`config.mk`:
```
export PLATFORM = sky130hd
export DESIGN_NAME = mitc_core
export DESIGN_NICKNAME = d
export VERILOG_FILES = /design/src/mitc_pkg.sv /design/src/mitc_core.sv
export VERILOG_INCLUDE_DIRS = /design/src
export SDC_FILE = /design/constraint.sdc
export NUM_CORES = 1
export LEC_CHECK = 0
export BUFFER_PORTS_ARGS = -buffer_cell sky130_fd_sc_hd__buf_2
export CAP_MARGIN = 20
export CELL_PAD_IN_SITES_DETAIL_PLACEMENT = 1
export CELL_PAD_IN_SITES_GLOBAL_PLACEMENT = 1
export CORE_ASPECT_RATIO = 0.7
export CORE_MARGIN = 3
export CORE_UTILIZATION = 45
export DETAILED_ROUTE_END_ITERATION = 8
export PLACE_DENSITY = 0.8
export SYNTH_ARGS = -nofsm -noshare
export SYNTH_HDL_FRONTEND = slang
export SYNTH_SLANG_ARGS = --single-unit
```
`constraint.sdc`:
```
create_clock -name clk_sys -period 4.8 [get_ports clk_sys]
set_input_delay 0.48 -clock clk_sys [delete_from_list [all_inputs] [get_ports clk_sys]]
set_output_delay 0.48 -clock clk_sys [all_outputs]
set_load 0.005 [all_outputs]
```
`src/mitc_defs.svh`:
```
// Purpose: constants for the instruction timing core
// Assumes: 16-bit instruction word, 13-bit program counter
// Notes: opcode field layout is local to this core
`ifndef MITC_DEFS_SVH
`define MITC_DEFS_SVH
`define MITC_CLK_PER_ICYC 4
`define MITC_PC_W 13
`define MITC_STACK_DEPTH 8
`define MITC_PC_RST 13'h0000
// Opcode layout: [15:12] class, [11:8] sub, [7:0] operand/immediate
`define MITC_OP_HI 15
`define MITC_OP_LO 12
`define MITC_SUB_HI 11
`define MITC_SUB_LO 8
`define MITC_DST_BIT 11
`define MITC_TGT_HI 12
`endif

```
`src/mitc_pkg.sv`:
```
// Purpose: types for the instruction timing core
// Assumes: opcode classes as encoded in instr[15:12]
// Notes: none
package mitc_pkg;
  typedef enum logic [3:0] {
    MITC_OP_NOP, MITC_OP_ADD, MITC_OP_SUB, MITC_OP_AND, MITC_OP_OR, MITC_OP_XOR,
    MITC_OP_INVERT, MITC_OP_INC, MITC_OP_MINUS1, MITC_OP_ROT, MITC_OP_SZ, MITC_OP_SBIT,
    MITC_OP_BRANCH, MITC_OP_CALL, MITC_OP_EXIT, MITC_OP_TBL
  } mitc_op_e;
  typedef enum logic [1:0] {MITC_ST_FETCH, MITC_ST_EXEC, MITC_ST_EXTRA} mitc_st_e;
endpackage

```
`src/mitc_core.sv`:
```
// Summary of operation
// - Most instructions one cycle; branch, call, return, table read take two.
// - Each instruction cycle is exactly four system clock periods.
// - Writing program counter low byte jumps there and costs one extra cycle.
// - Taken skip costs one extra cycle; untaken skip costs one.
// - Logical operations set zero flag when result is zero.
// - Return resumes at address right after the entering call.
// - Add sets carry above 255; subtract clears carry below zero (carry is not-borrow).
// - Increment and decrement change the operand by exactly one.
// - Rotates shift one bit; through-carry forms rotate via carry.
// - Conditional skips test memory value or bit, then run or skip next.
// - Unconditional jump moves to target without saving return address.
// Purpose: execution and timing of an 8-bit core
// Assumes: program word and operand byte valid during the instruction cycle
// Notes: instr[11] selects result to memory (1) or accumulator (0)
`timescale 1ns/1ns
`include "mitc_defs.svh"
module mitc_core
  import mitc_pkg::*;
#(
  parameter int PC_W = `MITC_PC_W,
  parameter int DEPTH = `MITC_STACK_DEPTH
)(
  input wire logic clk_sys,
  input wire logic srst,
  input wire logic [15:0] instr,
  input wire logic [7:0] mem_rdata,
  input wire logic pc_low_wr,
  output logic [PC_W-1:0] pc_q,
  output logic [7:0] acc_q,
  output logic [7:0] mem_wdata_q,
  output logic mem_we_q,
  output logic zero_q,
  output logic carry_q,
  output logic icyc_q,
  output logic busy_extra_q,
  output logic stack_err_q
);
  // ==========================================
  // Instruction cycle divider
  logic [1:0] phase_q;
  logic [1:0] phase_d;
  wire icyc_end = (phase_q == 2'(`MITC_CLK_PER_ICYC - 1));
  assign phase_d = icyc_end ? 2'h0 : phase_q + 2'h1;

  // ==========================================
  // Decode
  wire mitc_op_e op = mitc_op_e'(instr[`MITC_OP_HI:`MITC_OP_LO]);
  wire [3:0] sub = instr[`MITC_SUB_HI:`MITC_SUB_LO];
  wire [7:0] imm = instr[7:0];
  wire to_mem = instr[`MITC_DST_BIT];
  wire [PC_W-1:0] tgt = instr[PC_W-1:0];
  wire [7:0] opnd = sub[2] ? imm : mem_rdata;
  wire [PC_W-1:0] pc_next = pc_q + PC_W'(1);

  // ==========================================
  // Datapath
  wire use_c = sub[0];
  wire [8:0] add_r = {1'b0, acc_q} + {1'b0, opnd} + {8'h00, use_c & carry_q};
  wire [8:0] sub_r = {1'b0, acc_q} - {1'b0, opnd} - {8'h00, use_c & ~carry_q};
  wire [7:0] inc_r = mem_rdata + 8'h01;
  wire [7:0] minus_r = mem_rdata - 8'h01;
  wire [7:0] rot_r;
  wire rot_c;
  // sub[1]: left, sub[0]: through carry
  assign rot_r = sub[1] ? {mem_rdata[6:0], sub[0] ? carry_q : mem_rdata[7]}
                        : {sub[0] ? carry_q : mem_rdata[0], mem_rdata[7:1]};
  assign rot_c = sub[1] ? mem_rdata[7] : mem_rdata[0];

  logic [7:0] res;
  logic res_valid;
  always_comb
  begin
    res = 8'h00;
    res_valid = 1'b1;
    case (op)
      MITC_OP_ADD: res = add_r[7:0];
      MITC_OP_SUB: res = sub_r[7:0];
      MITC_OP_AND: res = acc_q & opnd;
      MITC_OP_OR: res = acc_q | opnd;
      MITC_OP_XOR: res = acc_q ^ opnd;
      MITC_OP_INVERT: res = ~mem_rdata;
      MITC_OP_INC: res = inc_r;
      MITC_OP_MINUS1: res = minus_r;
      MITC_OP_ROT: res = rot_r;
      default: res_valid = 1'b0;
    endcase
  end
  wire logic_op = (op == MITC_OP_AND) || (op == MITC_OP_OR) || (op == MITC_OP_XOR) ||
                  (op == MITC_OP_INVERT);
  wire sets_z = logic_op || (op == MITC_OP_ADD) || (op == MITC_OP_SUB) ||
                (op == MITC_OP_INC) || (op == MITC_OP_MINUS1);
  // Skip tests: zero after inc/dec/test, or nonzero, by sub[1:0]; or bit by sub[2:0]
  logic skip_sz;
  always_comb
  begin
    case (sub[1:0])
      2'h0: skip_sz = (mem_rdata == 8'h00);
      2'h1: skip_sz = (inc_r == 8'h00);
      2'h2: skip_sz = (minus_r == 8'h00);
      default: skip_sz = (mem_rdata != 8'h00);
    endcase
  end
  wire skip_bit = (mem_rdata[sub[2:0]] == sub[3]);
  wire skip_take = (op == MITC_OP_SZ) ? skip_sz : (op == MITC_OP_SBIT) ? skip_bit : 1'b0;
  wire sz_wr = (op == MITC_OP_SZ) && (sub[1:0] == 2'h1 || sub[1:0] == 2'h2) && to_mem;

  // ==========================================
  // Return stack
  logic [PC_W-1:0] stack_q [DEPTH];
  logic [$clog2(DEPTH):0] sp_q;
  wire do_call = icyc_end && !busy_extra_q && (op == MITC_OP_CALL);
  wire do_exit = icyc_end && !busy_extra_q && (op == MITC_OP_EXIT);
  wire [PC_W-1:0] exit_addr = stack_q[sp_q[$clog2(DEPTH)-1:0] - 1'b1];
  // Overflow wraps the oldest entry; flagged, not blocked
  always_ff @(posedge clk_sys)
  begin
    if (do_call)
      stack_q[sp_q[$clog2(DEPTH)-1:0]] <= pc_next;
  end

  // ==========================================
  // Sequencing
  wire two_cyc = (op == MITC_OP_BRANCH) || (op == MITC_OP_CALL) || (op == MITC_OP_EXIT) ||
                 (op == MITC_OP_TBL) || pc_low_wr || skip_take;
  logic [PC_W-1:0] pc_d;
  always_comb
  begin
    pc_d = pc_q;
    if (icyc_end && !busy_extra_q)
    begin
      case (op)
        MITC_OP_BRANCH: pc_d = tgt;
        MITC_OP_CALL: pc_d = tgt;
        MITC_OP_EXIT: pc_d = exit_addr;
        default: pc_d = pc_low_wr ? {pc_q[PC_W-1:8], res}
                                  : skip_take ? pc_q + PC_W'(2) : pc_next;
      endcase
    end
  end

  always_ff @(posedge clk_sys)
  begin
    if (srst)
    begin
      phase_q <= 2'h0;
      pc_q <= `MITC_PC_RST;
      acc_q <= 8'h00;
      mem_wdata_q <= 8'h00;
      mem_we_q <= 1'b0;
      zero_q <= 1'b0;
      carry_q <= 1'b0;
      icyc_q <= 1'b0;
      busy_extra_q <= 1'b0;
      sp_q <= '0;
      stack_err_q <= 1'b0;
    end
    else
    begin
      phase_q <= phase_d;
      icyc_q <= icyc_end;
      mem_we_q <= 1'b0;
      pc_q <= pc_d;
      if (icyc_end && busy_extra_q)
        busy_extra_q <= 1'b0;
      else if (icyc_end)
      begin
        busy_extra_q <= two_cyc;
        if (res_valid && (to_mem || pc_low_wr))
        begin
          mem_wdata_q <= res;
          mem_we_q <= 1'b1;
        end
        else if (res_valid)
          acc_q <= res;
        if (sz_wr)
        begin
          mem_wdata_q <= (sub[1:0] == 2'h1) ? inc_r : minus_r;
          mem_we_q <= 1'b1;
        end
        if (sets_z)
          zero_q <= (res == 8'h00);
        if (op == MITC_OP_ADD)
          carry_q <= add_r[8];
        else if (op == MITC_OP_SUB)
          carry_q <= ~sub_r[8];
        else if (op == MITC_OP_ROT && sub[0])
          carry_q <= rot_c;
        if (do_call)
        begin
          sp_q <= (sp_q == DEPTH[$clog2(DEPTH):0]) ? sp_q : sp_q + 1'b1;
          if (sp_q == DEPTH[$clog2(DEPTH):0])
            stack_err_q <= 1'b1;
        end
        else if (do_exit)
        begin
          if (sp_q == '0)
            stack_err_q <= 1'b1;
          else
            sp_q <= sp_q - 1'b1;
        end
      end
    end
  end
endmodule

```
==> impl_results.md <==
* Period Utilization, post-route at 79.52%
* Die H at 124.4 µm
* Power Density at 304.6 nW/µm²
* CTS buffer count at 17
* Cell count after synthesis at 824
* Initial DRC Count at 774
* Critical Path RT at 5150 ps
* CP Launch Type: input pin
* Die area at 21,780 µm²
* Via density at 6.424
* Cell variety after synth at 83
* FMAX at 262.0 MHz
* Synth Flop Type: edfxtp_1
* Tmin final at 3817 ps
* Worst slew margin at 28.29%
* Max VDD drop at 0.2614 mV
* TNS Setup at 0 ps
* Share of layout cells above drive strength 1 at 19.80%
* Clk slew on worst S/H paths at 70 ps
* ANT cells at 0
* Hold Violations, Final at 0
* Worst hold margin at 440.1 ps
* Core box area at 19,290 µm²
* # placed instances at 1,111
* RSZ-0062 raised after global routing: false
* Class of the worst hold path: reg2reg
* R2R Path Start: acc_q[0]$_SDFFE_PP0P_
* Synth cell count leaders: edfxtp_1 (104), nor2_1 (66), a21oi_1 (44), mux2i_1 (44), ha_1 (42)
* Total track usage at 27.76%
* Compound-gate portion of the synthesized area at 14.96%
* Max-Cap Viols at 0
* Post-synthesis simple-gate area fraction at 12.90%
* Initial antenna violation count at 0
* CTS tree: yes
* Synth area leader: edfxtp_1
* Final wirelength at 30.11 mm
* Final setup vio count at 0
* Static leakage at 3.739 nW
* DRC errors left at 0
* Hold buffers post-CTS at 0
* Synth area leaders: edfxtp_1 (35%), dfxtp_1 (9.1%), mux4_2 (7.0%)
* Via count at 7,343
* Clk_lat worst skew at 430 ps
* Arrival @ worst endpoint at 4170 ps
* Main combinational cell family by area after synthesis: compound AO/OA/AOI/OAI gates
* Slew Viols, Final at 0
* NumNets Final at 940
* CP max FO at 15
* Yosys top cell area share at 34.67%
* H-tree depth at 4
* Post-route ant nets at 0
* Crit path kind: in2reg
* Post-synth EDFFs at 104
* Sequential share of the synthesized area at 43.78%
* Non-Filler Instances at 1,143
* Boundary Pins at 62
* Clock sinks at 145
* Syn-to-layout area delta at 11.99%
* Worst clock skew at 12.84 ps
* Net Count, Synth at 898
* CP endpoint kind: flip-flop
* Status: finished, final reports clean
* Setup bufs post-CTS at 0
* Floorplan row count at 42
* Buffers on Ports at 61
* Syn_area_per_cell at 10.93 µm²
* CTS resizes at 0
* Post-Syn Area at 9007 µm²
* Largest net degree at the start of global routing at 39
* DR WL/cell at 26.35 µm
* Routability Congestion at 0.9609
* Yosys reg bits at 145
* First-pass GRT wire length at 46.26 mm
* Initial core utilization at 46.70%
* Post-Synth XOR/XNOR Area at 3.598%
* DP HPWL at 21.44 mm
* Ys Warns at 0
* Count leader, synth: edfxtp_1
* Vias in the first global route at 7,388
* Pre-Repair DR Iteration Count at 5
* Synth Area in Adders at 6.945%
* CP startpoint: mem_rdata[1]
* Root buf cell: clkbuf_16
* Gr ovfl total at 0
* Worst Min Path Start: phase_q[0]$_SDFF_PP0_
* Die Wd at 175.1 µm
* Ys async rst share at 0%
* Worst-margin pin slew at 1076 ps
* Clock buffer depth at 2
* Post-synthesis mux area share at 12.68%
registers in the layout, indices dropped and copies added (netlist names):
| name | count |
|---|---|
| busy_extra_q | 1 |
| sp_q | 4 |
| acc_q | 8 |
| icyc_q | 1 |
| pc_q | 13 |
| carry_q | 1 |
| mem_we_q | 1 |
| stack_err_q | 1 |
| zero_q | 1 |
| mem_wdata_q | 8 |
| stack_q | 104 |
| phase_q | 2 |
layout by cell type, fill, tap and decap left out, types with 5 or more instances in the layout:
cell type / count
nor2_1: 66
a311oi_1: 5
inv_6: 6
nor3b_1: 6
mux4_2: 28
inv_1: 41
ha_1: 42
nor4_1: 5
buf_4: 24
clkbuf_16: 17
a31oi_1: 8
and3_1: 8
a211oi_1: 12
nor3_1: 13
edfxtp_1: 104
nor2b_1: 8
xnor2_1: 22
and2_1: 7
mux2i_1: 44
o21ai_0: 40
xor2_1: 14
nand2b_1: 10
buf_2: 61
o221ai_1: 7
a21oi_1: 44
nand3_1: 16
dfxtp_1: 40
or3_1: 12
nand2_1: 37
o21a_1: 8
fa_1: 5
o22ai_1: 12
routing by layer:
layer | GRT usage, % | wire [µm] | vias up
li1 | - | - | 3202
met1 | 41.01 | 13560 | 3704
met2 | 39.73 | 12810 | 374
met3 | 7.983 | 3013 | 63
met4 | 7.642 | 729 | 0
met5 | 0 | 0 | -
cell type report:
type / count / area, µm²
fillers: 2096 / 9199
multi-input cells: 576 / 4626
flip-flops and latches: 145 / 3945
repair buffers: 85 / 485.5
clock buffers: 18 / 429.2
well taps: 264 / 330.3
inverters: 41 / 153.9
clock inverters: 14 / 117.6
where the power goes:
| part | switching (W) | internal (W) |
|---|---|---|
| sequential | 0.0000234 | 0.00136 |
| combinational | 0.000283 | 0.000152 |
| clock | 0.000578 | 0.000677 |
| total | 0.000884 | 0.00219 |
stage by stage:
step / worst slack, ps / power (W) / cell area, µm² / utilization [%]
3_3_place_gp: 811.9 / 0.001811 / 9540 / 49.47
6_report: 983.1 / 0.003072 / 10090 / 52.30
3_5_place_dp: 632.1 / 0.001823 / 9540 / 49.47
4_1_cts: 1047 / 0.003067 / 10090 / 52.30
2_1_floorplan: 1246 / 0.001676 / 9007 / -
5_1_grt: 713.8 / 0.003178 / 10090 / 52.30
path summary, 6_finish.rpt:
check                               end  slack (ps)  cells past startpoint
setup reg to reg    zero_q$_SDFFE_PP0P_        1140                     12
hold reg to reg   phase_q[0]$_SDFF_PP0_         440                      1
setup / recovery    zero_q$_SDFFE_PP0P_         980                     13
hold / removal    phase_q[0]$_SDFF_PP0_         440                      1
worst max-delay path, stage by stage:
cell       delay, ps
buf_2            230
inv_1            120
o21ai_0          530
inv_1            210
ha_1             370
a211oi_2         240
o21bai_1         140
a2111oi_1        440
nor3_1           140
xor2_1           160
a211o_1          420
or4_1            510
a21oi_1          170
kinds of logic (layout without fill, tap and decap cells):
kind of cell / after synthesis / after routing
xor gates and xnor gates: 37 / 37
DFF: 145 / 145
muxes: 77 / 77
buffers and inverters: 103 / 158
and+or+nand+nor: 220 / 220
adders and majority gates: 47 / 47
AOI/OAI and AO/OA: 195 / 195
Note: power is estimated with default switching activity, not from simulation.
